===== src/verilog/cpwm_pkg.sv =====
// Constants, register map and state types for the compare and PWM unit
package cpwm_pkg;

  // ==========================================================
  // Register map (word index on the plain register port)
  localparam logic [2:0] ADDR_UNIT_CONTROL = 3'h0;
  localparam logic [2:0] ADDR_CMP_LOW = 3'h1;
  localparam logic [2:0] ADDR_CMP_HIGH = 3'h2;
  localparam logic [2:0] ADDR_PERIOD_LIMIT = 3'h3;
  localparam logic [2:0] ADDR_TIMEBASE_CONTROL = 3'h4;
  localparam logic [2:0] ADDR_STATUS = 3'h5;
  localparam logic [2:0] ADDR_PWM_TIMEBASE = 3'h6;

  // ==========================================================
  // Field positions
  localparam int DUTY_LOW_MSB = 5;
  localparam int DUTY_LOW_LSB = 4;
  localparam int MODE_MSB = 3;
  localparam int TB_ON_BIT = 2;
  localparam int STATUS_FLAG_BIT = 0;

  // ==========================================================
  // Reset values
  localparam logic [5:0] UNIT_CONTROL_RST = 6'h00;
  localparam logic [7:0] PERIOD_LIMIT_RST = 8'hFF;
  localparam logic [2:0] TIMEBASE_CONTROL_RST = 3'h0;

  // ==========================================================
  // Mode select codes
  localparam logic [3:0] MODE_OFF = 4'h0;
  localparam logic [3:0] MODE_TOGGLE = 4'h2;
  localparam logic [3:0] MODE_SET = 4'h8;
  localparam logic [3:0] MODE_CLEAR = 4'h9;
  localparam logic [3:0] MODE_SWINT = 4'hA;
  localparam logic [3:0] MODE_TRIGGER = 4'hB;
  localparam logic [1:0] MODE_PWM_TOP = 2'h3;

  // Timebase prescale select
  localparam logic [1:0] PS_DIV1 = 2'h0;
  localparam logic [1:0] PS_DIV4 = 2'h1;

  // Oscillator periods per timebase step before prescale
  localparam logic [1:0] QUARTER_LAST = 2'h3;
  localparam logic [1:0] PRE4_LAST = 2'h3;
  localparam logic [3:0] PRE16_LAST = 4'hF;

  // Special trigger sequencer
  typedef enum logic [0:0] {
    TRG_IDLE = 1'b0,
    TRG_WAIT = 1'b1
  } trg_e;

  // Whole unit state
  typedef struct packed {
    logic [5:0] unit_control;
    logic [7:0] cmp_low;
    logic [7:0] cmp_high;
    logic [7:0] period_limit;
    logic [2:0] timebase_control;
    logic [7:0] pwm_timebase_count;
    logic [1:0] quarter;
    logic [3:0] pre;
    logic [1:0] duty_low_latch;
    logic cmp_latch;
    logic pwm_latch;
    logic match_prev;
    logic match_flag;
    trg_e trg;
    logic special_trigger;
    logic wide_timer_clear;
    logic adc_start;
    logic pin_out;
    logic pin_oe;
    logic [7:0] rdata;
  } st_s;

endpackage : cpwm_pkg


===== src/verilog/compare_pwm_unit.sv =====
// Compare and PWM unit: 16-bit compare against the wide timer, 10-bit PWM
// ==========================================================
//
// Strobed register access and the address map are this design's own decisions.
`timescale 1ns/1ps
`default_nettype none

module compare_pwm_unit (
  // Clock and reset
  input wire logic i_mclk,
  input wire logic i_rst,
  // Register port
  input wire logic [2:0] i_addr,
  input wire logic [7:0] i_wdata,
  input wire logic i_wr,
  input wire logic i_rd,
  output logic [7:0] o_rdata,
  // Wide timer and converter
  input wire logic [15:0] i_wide_timer_count,
  input wire logic i_wide_timer_tick,
  input wire logic i_adc_enable,
  output logic o_wide_timer_clear,
  output logic o_special_trigger,
  output logic o_adc_start,
  output logic o_match_flag,
  // Pin and power
  input wire logic i_pin_direction_bit,
  input wire logic i_sleep,
  output logic o_unit_pin_out,
  output logic o_unit_pin_oe
);

  // ==========================================================
  // Helpers

  // Low two timebase bits picked by the prescale setting
  function automatic logic [1:0] low_bits(input logic [1:0] ps, input logic [1:0] q, input logic [3:0] pre);
    if (ps == cpwm_pkg::PS_DIV1) begin
      low_bits = q;
    end else if (ps == cpwm_pkg::PS_DIV4) begin
      low_bits = pre[1:0];
    end else begin
      low_bits = pre[3:2];
    end
  endfunction : low_bits

  // Compare sub-modes in which a match means something
  function automatic logic is_compare(input logic [3:0] m);
    is_compare = (m == cpwm_pkg::MODE_TOGGLE) || (m == cpwm_pkg::MODE_SET) || (m == cpwm_pkg::MODE_CLEAR)
      || (m == cpwm_pkg::MODE_SWINT) || (m == cpwm_pkg::MODE_TRIGGER);
  endfunction : is_compare

  cpwm_pkg::st_s st;
  cpwm_pkg::st_s next_st;

  logic [3:0] mode;
  logic pwm_mode;
  logic match;
  logic match_rise;
  logic tb_on;
  logic inc;
  logic [1:0] ps;
  logic [9:0] tb10;
  logic [9:0] duty_active;
  logic [9:0] duty_buffered;

  // Decode of the current configuration
  always_comb begin
    mode = st.unit_control[cpwm_pkg::MODE_MSB:0];
    pwm_mode = (mode[3:2] == cpwm_pkg::MODE_PWM_TOP);
    tb_on = st.timebase_control[cpwm_pkg::TB_ON_BIT];
    ps = st.timebase_control[1:0];
    match = is_compare(mode) && ({st.cmp_high, st.cmp_low} == i_wide_timer_count);
    match_rise = match && !st.match_prev;
    tb10 = {st.pwm_timebase_count, low_bits(ps, st.quarter, st.pre)};
    duty_active = {st.cmp_high, st.duty_low_latch};
    duty_buffered = {st.cmp_low, st.unit_control[cpwm_pkg::DUTY_LOW_MSB:cpwm_pkg::DUTY_LOW_LSB]};
    // One timebase step per four oscillator periods times prescale
    if (ps == cpwm_pkg::PS_DIV1) begin
      inc = tb_on && (st.quarter == cpwm_pkg::QUARTER_LAST);
    end else if (ps == cpwm_pkg::PS_DIV4) begin
      inc = tb_on && (st.quarter == cpwm_pkg::QUARTER_LAST) && (st.pre[1:0] == cpwm_pkg::PRE4_LAST);
    end else begin
      inc = tb_on && (st.quarter == cpwm_pkg::QUARTER_LAST) && (st.pre == cpwm_pkg::PRE16_LAST);
    end
  end

  // ==========================================================
  // Next state
  always_comb begin
    next_st = st;
    next_st.special_trigger = 1'b0;
    next_st.wide_timer_clear = 1'b0;
    next_st.adc_start = 1'b0;

    // Sleep freezes counters, latches and the pin level, not the pin enable; register reads and writes still work then
    if (!i_sleep) begin
      // Timebase counters
      if (tb_on) begin
        next_st.quarter = st.quarter + 2'h1;
        if (st.quarter == cpwm_pkg::QUARTER_LAST) begin
          next_st.pre = st.pre + 4'h1;
        end
      end
      // PWM waveform; period end wins over a duty match in the same cycle
      if (inc && (st.pwm_timebase_count == st.period_limit)) begin
        next_st.pwm_timebase_count = 8'h00;
        next_st.quarter = 2'h0;
        next_st.pre = 4'h0;
        next_st.pwm_latch = (duty_buffered != 10'h000);
        if (pwm_mode) begin
          next_st.cmp_high = st.cmp_low;
          next_st.duty_low_latch = duty_buffered[1:0];
        end
      end else begin
        if (inc) begin
          next_st.pwm_timebase_count = st.pwm_timebase_count + 8'h01;
        end
        // Look at the value the timebase steps to, so the pin is low in the very cycle it equals the duty
        // Duty larger than period simply never matches here
        if ({next_st.pwm_timebase_count, low_bits(ps, next_st.quarter, next_st.pre)} == duty_active) begin
          next_st.pwm_latch = 1'b0;
        end
      end

      // Compare side acts once per match
      next_st.match_prev = match;
      if (match_rise) begin
        case (mode)
          cpwm_pkg::MODE_TOGGLE: begin
            next_st.cmp_latch = !st.cmp_latch;
          end
          cpwm_pkg::MODE_SET: begin
            next_st.cmp_latch = 1'b1;
          end
          cpwm_pkg::MODE_CLEAR: begin
            next_st.cmp_latch = 1'b0;
          end
          cpwm_pkg::MODE_TRIGGER: begin
            next_st.special_trigger = 1'b1;
            next_st.adc_start = i_adc_enable;
          end
          default: begin
            next_st.cmp_latch = st.cmp_latch;
          end
        endcase
      end

      // Timer clear waits for the timer edge and only if the match still holds
      case (st.trg)
        cpwm_pkg::TRG_IDLE: begin
          if (match_rise && (mode == cpwm_pkg::MODE_TRIGGER)) begin
            next_st.trg = cpwm_pkg::TRG_WAIT;
          end
        end
        cpwm_pkg::TRG_WAIT: begin
          if (!match) begin
            next_st.trg = cpwm_pkg::TRG_IDLE;
          end else if (i_wide_timer_tick) begin
            next_st.wide_timer_clear = 1'b1;
            next_st.trg = cpwm_pkg::TRG_IDLE;
          end
        end
        default: begin
          next_st.trg = cpwm_pkg::TRG_IDLE;
        end
      endcase
    end

    // Register writes
    if (i_wr) begin
      if (i_addr == cpwm_pkg::ADDR_UNIT_CONTROL) begin
        next_st.unit_control = i_wdata[5:0];
        if (i_wdata[5:0] == 6'h00) begin
          next_st.cmp_latch = 1'b0;
          next_st.pwm_latch = 1'b0;
          next_st.trg = cpwm_pkg::TRG_IDLE;
        end
      end else if (i_addr == cpwm_pkg::ADDR_CMP_LOW) begin
        next_st.cmp_low = i_wdata;
      end else if (i_addr == cpwm_pkg::ADDR_CMP_HIGH) begin
        if (!pwm_mode) begin
          next_st.cmp_high = i_wdata;
        end
      end else if (i_addr == cpwm_pkg::ADDR_PERIOD_LIMIT) begin
        next_st.period_limit = i_wdata;
      end else if (i_addr == cpwm_pkg::ADDR_TIMEBASE_CONTROL) begin
        next_st.timebase_control = i_wdata[2:0];
      end else if (i_addr == cpwm_pkg::ADDR_PWM_TIMEBASE) begin
        next_st.pwm_timebase_count = i_wdata;
      end
    end

    // Flag: write one to clear, a match in the same cycle wins
    if (i_wr && (i_addr == cpwm_pkg::ADDR_STATUS) && i_wdata[cpwm_pkg::STATUS_FLAG_BIT]) begin
      next_st.match_flag = 1'b0;
    end
    if (!i_sleep && match_rise) begin
      next_st.match_flag = 1'b1;
    end

    // Pin: compare modes drive only set, clear and toggle; direction bit gates
    if (pwm_mode) begin
      next_st.pin_out = next_st.pwm_latch;
      next_st.pin_oe = !i_pin_direction_bit;
    end else begin
      next_st.pin_out = next_st.cmp_latch;
      next_st.pin_oe = !i_pin_direction_bit && ((mode == cpwm_pkg::MODE_TOGGLE) || (mode == cpwm_pkg::MODE_SET)
        || (mode == cpwm_pkg::MODE_CLEAR));
    end
    if (i_sleep) begin
      next_st.pin_out = st.pin_out;
    end

    // Read data stands the cycle after the strobe only
    next_st.rdata = 8'h00;
    if (i_rd) begin
      if (i_addr == cpwm_pkg::ADDR_UNIT_CONTROL) begin
        next_st.rdata = {2'h0, st.unit_control};
      end else if (i_addr == cpwm_pkg::ADDR_CMP_LOW) begin
        next_st.rdata = st.cmp_low;
      end else if (i_addr == cpwm_pkg::ADDR_CMP_HIGH) begin
        next_st.rdata = st.cmp_high;
      end else if (i_addr == cpwm_pkg::ADDR_PERIOD_LIMIT) begin
        next_st.rdata = st.period_limit;
      end else if (i_addr == cpwm_pkg::ADDR_TIMEBASE_CONTROL) begin
        next_st.rdata = {5'h00, st.timebase_control};
      end else if (i_addr == cpwm_pkg::ADDR_STATUS) begin
        next_st.rdata = {5'h00, st.trg == cpwm_pkg::TRG_WAIT, st.pin_out, st.match_flag};
      end else if (i_addr == cpwm_pkg::ADDR_PWM_TIMEBASE) begin
        next_st.rdata = st.pwm_timebase_count;
      end
    end
  end

  // ==========================================================
  // State register
  always_ff @(posedge i_mclk or posedge i_rst) begin
    if (i_rst) begin
      st <= '0;
      st.unit_control <= cpwm_pkg::UNIT_CONTROL_RST;
      st.period_limit <= cpwm_pkg::PERIOD_LIMIT_RST;
      st.timebase_control <= cpwm_pkg::TIMEBASE_CONTROL_RST;
      st.trg <= cpwm_pkg::TRG_IDLE;
    end else begin
      st <= next_st;
    end
  end

  // Outputs straight from the state flops
  assign o_rdata = st.rdata;
  assign o_wide_timer_clear = st.wide_timer_clear;
  assign o_special_trigger = st.special_trigger;
  assign o_adc_start = st.adc_start;
  assign o_match_flag = st.match_flag;
  assign o_unit_pin_out = st.pin_out;
  assign o_unit_pin_oe = st.pin_oe;

  // ==========================================================
  // Checks

  a_flag_on_match: assert property (@(posedge i_mclk) disable iff (i_rst)
    (!i_sleep && match_rise) |=> o_match_flag) else $error("match did not set flag");

  a_action_once: assert property (@(posedge i_mclk) disable iff (i_rst)
    o_special_trigger |=> !o_special_trigger) else $error("trigger repeated while matched");

  a_trigger_at_match: assert property (@(posedge i_mclk) disable iff (i_rst)
    (!i_sleep && match_rise && mode == cpwm_pkg::MODE_TRIGGER) |=> o_special_trigger)
    else $error("trigger not issued at match");

  a_adc_needs_enable: assert property (@(posedge i_mclk) disable iff (i_rst)
    o_adc_start |-> (o_special_trigger && $past(i_adc_enable))) else $error("adc start without enable");

  a_clear_needs_match: assert property (@(posedge i_mclk) disable iff (i_rst)
    o_wide_timer_clear |-> ($past(match) && $past(i_wide_timer_tick) && $past(st.trg) == cpwm_pkg::TRG_WAIT))
    else $error("timer cleared without standing match");

  a_swint_pin_free: assert property (@(posedge i_mclk) disable iff (i_rst)
    (mode == cpwm_pkg::MODE_SWINT || mode == cpwm_pkg::MODE_TRIGGER) |=> !o_unit_pin_oe)
    else $error("pin driven in flag-only mode");

  a_zero_ctrl_low: assert property (@(posedge i_mclk) disable iff (i_rst)
    (i_wr && i_addr == cpwm_pkg::ADDR_UNIT_CONTROL && i_wdata == 8'h00 && !i_sleep) |=> !o_unit_pin_out)
    else $error("zero control did not force latch low");

  a_direction_gate: assert property (@(posedge i_mclk) disable iff (i_rst)
    i_pin_direction_bit |=> !o_unit_pin_oe) else $error("pin driven with direction bit set");

  a_period_wrap: assert property (@(posedge i_mclk) disable iff (i_rst)
    (!i_sleep && inc && st.pwm_timebase_count == st.period_limit && !(i_wr && i_addr == cpwm_pkg::ADDR_PWM_TIMEBASE))
    |=> (st.pwm_timebase_count == 8'h00)) else $error("timebase did not wrap at limit");

  a_sleep_freeze: assert property (@(posedge i_mclk) disable iff (i_rst)
    (i_sleep && !i_wr) |=> ($stable(st.pwm_timebase_count) && $stable(o_unit_pin_out) && $stable(o_match_flag)))
    else $error("state moved during sleep");

  // Compare actions on the output latch and the wide timer clear
  a_set_latch_high: assert property (@(posedge i_mclk) disable iff (i_rst)
    (!i_sleep && match_rise && mode == cpwm_pkg::MODE_SET && !(i_wr && i_addr == cpwm_pkg::ADDR_UNIT_CONTROL))
    |=> st.cmp_latch) else $error("set mode match left latch low");

  a_clear_latch_low: assert property (@(posedge i_mclk) disable iff (i_rst)
    (!i_sleep && match_rise && mode == cpwm_pkg::MODE_CLEAR && !(i_wr && i_addr == cpwm_pkg::ADDR_UNIT_CONTROL))
    |=> !st.cmp_latch) else $error("clear mode match left latch high");

  a_toggle_latch_flips: assert property (@(posedge i_mclk) disable iff (i_rst)
    (!i_sleep && match_rise && mode == cpwm_pkg::MODE_TOGGLE && !(i_wr && i_addr == cpwm_pkg::ADDR_UNIT_CONTROL))
    |=> (st.cmp_latch != $past(st.cmp_latch))) else $error("toggle mode match did not flip latch");

  a_swint_latch_kept: assert property (@(posedge i_mclk) disable iff (i_rst)
    (!i_sleep && match_rise && mode == cpwm_pkg::MODE_SWINT && !(i_wr && i_addr == cpwm_pkg::ADDR_UNIT_CONTROL))
    |=> $stable(st.cmp_latch)) else $error("flag-only match moved the latch");

  a_clear_single_pulse: assert property (@(posedge i_mclk) disable iff (i_rst)
    o_wide_timer_clear |=> !o_wide_timer_clear) else $error("timer clear longer than one cycle");

  a_clear_after_tick: assert property (@(posedge i_mclk) disable iff (i_rst)
    (!i_sleep && st.trg == cpwm_pkg::TRG_WAIT && match && i_wide_timer_tick)
    |=> o_wide_timer_clear) else $error("timer edge with standing match gave no clear");

  // PWM waveform and duty buffering
  a_zero_duty_low: assert property (@(posedge i_mclk) disable iff (i_rst)
    (!i_sleep && inc && st.pwm_timebase_count == st.period_limit && duty_buffered == 10'h000)
    |=> !st.pwm_latch) else $error("zero duty raised the pin");

  a_duty_latched: assert property (@(posedge i_mclk) disable iff (i_rst)
    (!i_sleep && pwm_mode && inc && st.pwm_timebase_count == st.period_limit)
    |=> (st.cmp_high == $past(st.cmp_low) && st.duty_low_latch == $past(duty_buffered[1:0])))
    else $error("duty not latched at period end");

  a_active_read_only: assert property (@(posedge i_mclk) disable iff (i_rst)
    (pwm_mode && !(inc && st.pwm_timebase_count == st.period_limit))
    |=> ($stable(st.cmp_high) && $stable(st.duty_low_latch))) else $error("active duty moved mid period");

  a_low_at_duty: assert property (@(posedge i_mclk) disable iff (i_rst)
    (!i_sleep && !i_wr && pwm_mode) |=> (tb10 != duty_active || !st.pwm_latch))
    else $error("pin high with timebase at duty");

  a_quarter_steps: assert property (@(posedge i_mclk) disable iff (i_rst)
    (tb_on && !i_sleep) |=> (st.quarter == 2'($past(st.quarter) + 2'h1))) else $error("quarter counter skipped");

  a_duty_beyond_period: assert property (@(posedge i_mclk) disable iff (i_rst)
    (pwm_mode && !i_wr && st.pwm_latch && st.pwm_timebase_count <= st.period_limit
    && duty_active > {st.period_limit, 2'h3} && !(inc && st.pwm_timebase_count == st.period_limit))
    |=> st.pwm_latch) else $error("duty beyond period cleared the pin");

  a_pin_follows_pwm: assert property (@(posedge i_mclk) disable iff (i_rst)
    (pwm_mode && !i_sleep) |=> (o_unit_pin_out == st.pwm_latch)) else $error("pin left the waveform latch");

endmodule : compare_pwm_unit
`default_nettype wire


===== config.mk =====
export PLATFORM = sky130hd
export DESIGN_NAME = compare_pwm_unit
export DESIGN_NICKNAME = d
export VERILOG_FILES = /design/src/verilog/cpwm_pkg.sv /design/src/verilog/compare_pwm_unit.sv
export SDC_FILE = /design/constraint.sdc
export NUM_CORES = 1
export LEC_CHECK = 0
export ABC_AREA = 0
export BUFFER_PORTS_ARGS = -buffer_cell sky130_fd_sc_hd__buf_2
export CORE_ASPECT_RATIO = 0.75
export CORE_MARGIN = 10
export CORE_UTILIZATION = 53
export DETAILED_ROUTE_END_ITERATION = 12
export GPL_TIMING_DRIVEN = 0
export PLACE_DENSITY_LB_ADDON = 0.1
export SYNTH_ARGS = -nofsm -noshare
export SYNTH_HDL_FRONTEND = slang
export SYNTH_SLANG_ARGS = --single-unit

===== constraint.sdc =====
create_clock -name i_mclk -period 2.7 [get_ports i_mclk]
set_input_delay 0.135 -clock i_mclk [delete_from_list [all_inputs] [get_ports i_mclk]]
set_output_delay 0.135 -clock i_mclk [all_outputs]
set_load 0.02 [all_outputs]

## After elaboration in Yosys (flattened, before gate mapping)

Index checks and enable logic that the tools add are counted.
Widths: inputs -> output; s select.

| storage, ports and cells | value |
|---|---|
| bits in registers | 67 |
| input port bits | 35 |
| output and inout bits | 14 |
| word-level logic and storage cells | 139 |

| operators by class | value |
|---|---|
| add/subtract/negate cells | 3 |
| equality and inequality tests | 19 |
| mux-type cells | 62 |
| bitwise gates (word level) | 6 |
| reduce and logical (&&, ||, !) cells | 29 |

Operator list:

| cell | number |
|---|---|
| $mux 8 | 21 |
| $mux 27 | 3 |
| $mux 19 | 2 |
| $eq 4x4->1 const B | 5 |
| $mux 1 | 20 |
| $mux 2 | 9 |
| $eq 16x16->1 | 1 |
| $logic_and 1x1->1 | 11 |
| $mux 11 | 1 |
| $eq 10x10->1 | 1 |
| $reduce_bool 10->1 | 1 |
| $eq 3x3->1 const B | 3 |
| $add 8x1->8 const B | 1 |
| $eq 8x8->1 | 1 |
| $mux 4 | 2 |
| $eq 2x2->1 const B | 3 |
| $eq 3x2->1 const B | 2 |
| $logic_not 6->1 | 1 |
| $mux 6 | 1 |
| $not 1->1 | 6 |
| $reduce_and 3->1 | 2 |
| $reduce_and 6->1 | 1 |
| $reduce_and 5->1 | 1 |
| $add 4x1->4 const B | 1 |
| other kinds (13) | 19 |

## Logic depth before layout (Yosys ltp)

| logic depth | value |
|---|---|
| word-level depth | 19 |
| mapped depth | 9 |
| depth with buffers taken out | 8 |

## Worst setup path after synthesis

No wires, ideal clock.

| timing | value |
|---|---|
| path kind | flip-flop to flip-flop |
| start | reg st[20] (netlist bit) |
| end | reg st, in the netlist o_unit_pin_out |
| setup time | 0.124 ns |
| arrival time | 2.643 ns |
| data required time | 2.576 ns |
| slack | -0.067 ns |
| cell stages (with the launch flop) | 9 |
| path buffers | 1 |
| period minus slack after synthesis | 2.767 ns |
| cell sequence | dfrtp_1 ha_1 o21ba_1 or3_1 buf_6 o32a_1 or4_4 o31a_1 o31a_1 |

| on the way | value |
|---|---|
| word-level cells in the longest chain between the ends | 15 |
| elaborated cells between the ends (all ways) | 25 |
| those cells by class | 1 x add/sub; 3 x eq/ne; 18 x mux; 3 x reduce/logical |

RTL lines:

| element | RTL line | source |
|---|---|---|
| from (decl) | compare_pwm_unit.sv:53 | `cpwm_pkg::st_s st;` |
| from (signal assigned) | compare_pwm_unit.sv:246 | `st <= next_st;` |
| $add 4x1->4, or another cell as far along | compare_pwm_unit.sv:102 | `next_st.pre = st.pre + 4'h1;` |
| $mux 4, or another cell as far along | compare_pwm_unit.sv:101 | `if (st.quarter == cpwm_pkg::QUARTER_LAST) begin` |
| $mux 6 or $mux 1 (tied branches) | compare_pwm_unit.sv:99, compare_pwm_unit.sv:81 |  |
| $mux 2 or $mux 1 (tied branches) | compare_pwm_unit.sv:40, compare_pwm_unit.sv:79 |  |
| $mux 2 or $mux 8 (tied branches) | compare_pwm_unit.sv:38, compare_pwm_unit.sv:116 |  |
| $mux 2 or $mux 8 (tied branches) | compare_pwm_unit.sv:106 | `if (inc && (st.pwm_timebase_count == st.period_limit)) begin` |
| $mux 2 or $mux 8 (tied branches) | compare_pwm_unit.sv:97 | `if (!i_sleep) begin` |
| $eq 10x10->1 | compare_pwm_unit.sv:121 | `if ({next_st.pwm_timebase_count, low_bits(ps, next_st.quarter, next_st.pre)} == duty_active) begin` |
| $mux 1 | compare_pwm_unit.sv:121 |  |
| $mux 1 (*) | compare_pwm_unit.sv:106 |  |
| $mux 19 (*) | compare_pwm_unit.sv:97 |  |
| $mux 2 | compare_pwm_unit.sv:174 | `if (i_wdata[5:0] == 6'h00) begin` |
| $mux 2 | compare_pwm_unit.sv:172 | `if (i_addr == cpwm_pkg::ADDR_UNIT_CONTROL) begin` |
| $mux 2 (*) | compare_pwm_unit.sv:171 | `if (i_wr) begin` |
| $mux 2 (*) | compare_pwm_unit.sv:203 | `if (pwm_mode) begin` |

Mark *: on every way between the ends. The rest lies on a longest branch, timed or not. The select of a mux whose other input is x is not followed.
A chain may end at the register's enable or synchronous reset.

## Worst setup path in the final report

| timing | value |
|---|---|
| start | reg st[21] (netlist bit) |
| end | reg st, in the netlist o_unit_pin_out |

The elaborated chain is that of the path after synthesis.

==> key figures <==
Status
  – Status: finished with violations
  – Violated checks: setup timing

Global route
  – Vias in the first global route: 3,653
  – GRT Total Usage: 20.60%
  – First-pass GRT wire length: 19.47 mm
  – Met1 track demand over resource: 29.55%
  – Initial antenna violation count: 0
  – GRT overflow: 0
  – Met3 GRT Util: 4.704%
  – Top Usage Layer GRT: met2
  – Largest net degree at the start of global routing: 68
  – GR Util met2: 30.00%

Synth
  – Yosys reg bits: 67
  – Multiplexer area fraction after synthesis: 12.71%
  – Post-synthesis compound-gate area fraction: 15.14%
  – Register area share after synthesis: 39.93%
  – Synth area leader: dfrtp_1
  – Synth Area in Simple Gates: 18.25%
  – Ys Warns: 0
  – Synth Net Count: 491
  – Cell area after synthesis: 4224 sq um
  – Yosys cell types: 57
  – Top-area cell type share of the netlist area: 34.95%
  – Number of synthesized flops with an enable pin: 0
  – Adder-Cell Fraction of Synth Area: 0.8886%
  – Post-synth top flop: dfrtp_1
  – Synth Area per Inst: 9.325 sq um
  – Top post-synthesis cells by area: dfrtp_1 35%, mux2_2 7.7%, dfstp_2 5.0%, mux2i_1 5.0%, o21ai_0 4.6%
  – Post-Synth XOR/XNOR Area: 7.879%
  – Asr flop ratio synth: 100.0%
  – Gate Count Post-Synth: 453
  – Main combinational cell family by area after synthesis: simple AND/OR/NAND/NOR gates

Worst setup path
  – WP depth: 8
  – Req. time, crit path: 2.95 ns
  – R2r worst-path depth: 8
  – Crit. Startpoint: st[21]
  – Critical path cell sequence: ha_4, o21ba_4, or3_4, nor3_4, xnor2_2, or4_4, o31a_1, o31a_1
  – Crit path kind: flop to flop
  – Crit. End Element: flop
  – R2R Setup Slk: -0.006 ns
  – CP delay by family, top: simple AND/OR/NAND/NOR gates
  – Crit path buffers/inverters: 0
  – Critical Path Sink: o_unit_pin_out
  – RR Startpoint: st[21]
  – Crit-path slowest cell: or4_4
  – Critical path's largest stage delay: 0.49 ns
  – Crit Path Max Fanout: 7
  – CP arrival: 2.95 ns
  – FF-to-FF End: o_unit_pin_out
  – Most common cell on crit path: o31a_1
  – CP startpoint kind: flop

Timing
  – Final setup TNS: -0.005876 ns
  – Slew HR: 14.98%
  – Final hold violations: 0
  – Final Skew: 0.009066 ns
  – Max Clock Freq: 369.6 MHz
  – Final worst slack: -0.005876 ns
  – Endpoints failing setup: 1
  – Worst Max-Slew Pin Slew: 1.264 ns
  – Period utilization: 100.2%
  – RSZ-0062 raised after global routing: yes
  – Minimum clock period: 2.706 ns
  – Pins Over Slew Limit: 0

Placement
  – Worst slack after detailed placement: -0.6469 ns
  – Gpl congestion: 0.9297
  – Post-DP HPWL: 9.080 mm
  – IO Port Bufs: 47
  – Dpl cell area: 4604 sq um
  – Cell total after placement: 605

Routing
  – WL/cell: 19.70 microns
  – Vias/cell: 5.930
  – First-pass DRT Iterations: 5
  – Drt initial violations: 300
  – Antenna Nets Post-Route: 0
  – Drt drc: 0
  – Routed vias: 3,730
  – Drt total wl: 12.39 mm

Floorplanning
  – Num rows: 28
  – Num ports: 49
  – DIE HEIGHT: 97.32 microns
  – Die Area: 11,980 sq um
  – Core Footprint: 7812 sq um
  – Die width: 123.1 microns
  – Initial Util: 54.07%

Clock tree
  – Clk_lat worst skew: 0.36 ns
  – Root Buffer: clkbuf_8
  – Cts bufs inserted: 9
  – Clock tree sinks: 67
  – CTS tree: yes
  – H-tree Lvls: 3
  – Reg clk slew, reported paths: 0.08 ns
  – Clock Path Buffers: 2

Final layout
  – Layout area overhead: 17.12%
  – Antenna Cells: 0
  – Fin cells: 629
  – Design area: 4947 sq um
  – Net count, final: 558
  – Share of layout cells above drive strength 1: 28.63%

Worst hold path
  – HP Class: input port to flop

Pwr
  – Pleak: 2.118 nW
  – Pwr Density: 706.5 nW/um^2
  – Max VDD drop: 427.7 uV

Flow run
  – # Max-Cap Violations: 0
## sequential cells by signal, summed over array words and instances, names as in the netlist
signal	count
o_match_flag	1
st	27
duty_active	10
mode	4
duty_buffered	10
o_adc_start	1
o_unit_pin_out	1
ps	2
o_rdata	8
o_wide_timer_clear	1
o_special_trigger	1
o_unit_pin_oe	1
## per-stage QoR
| stage | util, % | power, mW | hold WS [ns] |
|---|---|---|---|
| after detailed placement | 58.94 | 2.571 | 0.3054 |
| after floorplan | - | 2.242 | 0.2014 |
| final | 63.32 | 3.495 | 0.02726 |
| after global placement | 58.90 | 2.531 | 0.2923 |
| after CTS | 62.76 | 3.420 | 0.02513 |
| after global routing | 63.32 | 3.700 | 0.04150 |
## worst reg2reg max path, delay by kind of cell (launching register included)
family                     cells  cell delay [ns]
adders and majority gates      1             0.16
xor gates and xnor gates       1             0.10
DFF                            1             0.40
and+or+nand+nor                3             1.20
AOI/OAI and AO/OA              3             0.73
## timing repair
action,4_1_cts,5_1_grt
pin swaps,4,12
endpoints found under the setup margin,16,9
cloned,0,0
hold buffers,3,0
endpoints found under the hold margin,39,0
setup buffers,7,2
gates resized for setup,11,12
## cell usage in the layout, fill, tap and decap left out, types with 4 or more instances in the layout
master,netlist,layout
nand3_1,9,9
and2_1,7,6
buf_4,8,18
mux2_2,29,29
a21o_1,4,4
dfrtp_1,59,58
clkbuf_1,15,10
a21oi_1,21,21
and3_1,5,5
nor2b_1,7,7
or2_2,4,4
dfstp_2,8,8
nand2b_1,6,6
xor2_1,17,17
o21ai_0,39,39
nor4_1,9,7
a211oi_1,4,4
nand2_1,35,34
nor2_1,32,32
mux2i_1,21,21
o31ai_1,4,4
xnor2_1,21,20
a31oi_1,4,4
buf_2,5,51
nor3_1,10,8
nand4_1,6,6
o211ai_1,4,4
clkbuf_8,0,10
inv_1,12,11
## cells by family after synthesis
group | Yosys count
simple gates | 147
buf+inv | 45
fa+ha+maj | 3
xor+xnor | 38
mux | 50
compound gates | 103
flops | 67
## worst min-delay path by stage
stage | startpoint | to | slack [ns] | cells after the start
floorplan | i_pin_direction_bit | o_unit_pin_oe | 0.20 | 1
global placement | i_pin_direction_bit | o_unit_pin_oe | 0.29 | 2
detailed placement | i_pin_direction_bit | o_unit_pin_oe | 0.31 | 2
CTS | i_wide_timer_tick | o_wide_timer_clear | 0.03 | 2
global route | i_wide_timer_tick | o_wide_timer_clear | 0.04 | 2
finish | i_wide_timer_tick | o_wide_timer_clear | 0.03 | 2
## synthesized netlist by cell type (5+ instances only)
library cell	number
nor4_1	9
mux2_2	29
nor3_1	10
buf_4	8
xor2_1	17
mux2i_1	21
dfrtp_1	59
a21oi_1	21
xnor2_1	21
and2_1	7
clkbuf_1	15
nand3_1	9
nand2_1	35
o21ai_0	39
and3_1	5
nand4_1	6
buf_2	5
nand2b_1	6
nor2_1	32
inv_1	12
dfstp_2	8
nor2b_1	7
## layout make-up
cell class,count,area [sq um]
clock inverters,5,30.03
fillers,678,2865
flip-flops and latches,67,1688
plain buffers,30,162.7
inverters,12,47.55
multi-input cells,341,2417
well taps,105,131.4
clock buffers,10,137.6
repair buffers,59,332.8
## report_power, final
group / internal [mW] / switching, mW / total (mW) / leakage, nW
clock: 0.348 / 0.405 / 0.753 / 0.0839
sequential: 1.21 / 0.241 / 1.45 / 0.814
combinational: 0.611 / 0.683 / 1.29 / 1.22
total: 2.17 / 1.33 / 3.50 / 2.12
## metal layers
layer	vias up	wire [microns]
met5	-	0
li1	1742	-
met4	0	150
met3	16	981
met1	1821	5774
met2	151	5484
No activity file was read; power rests on OpenSTA's default activity.
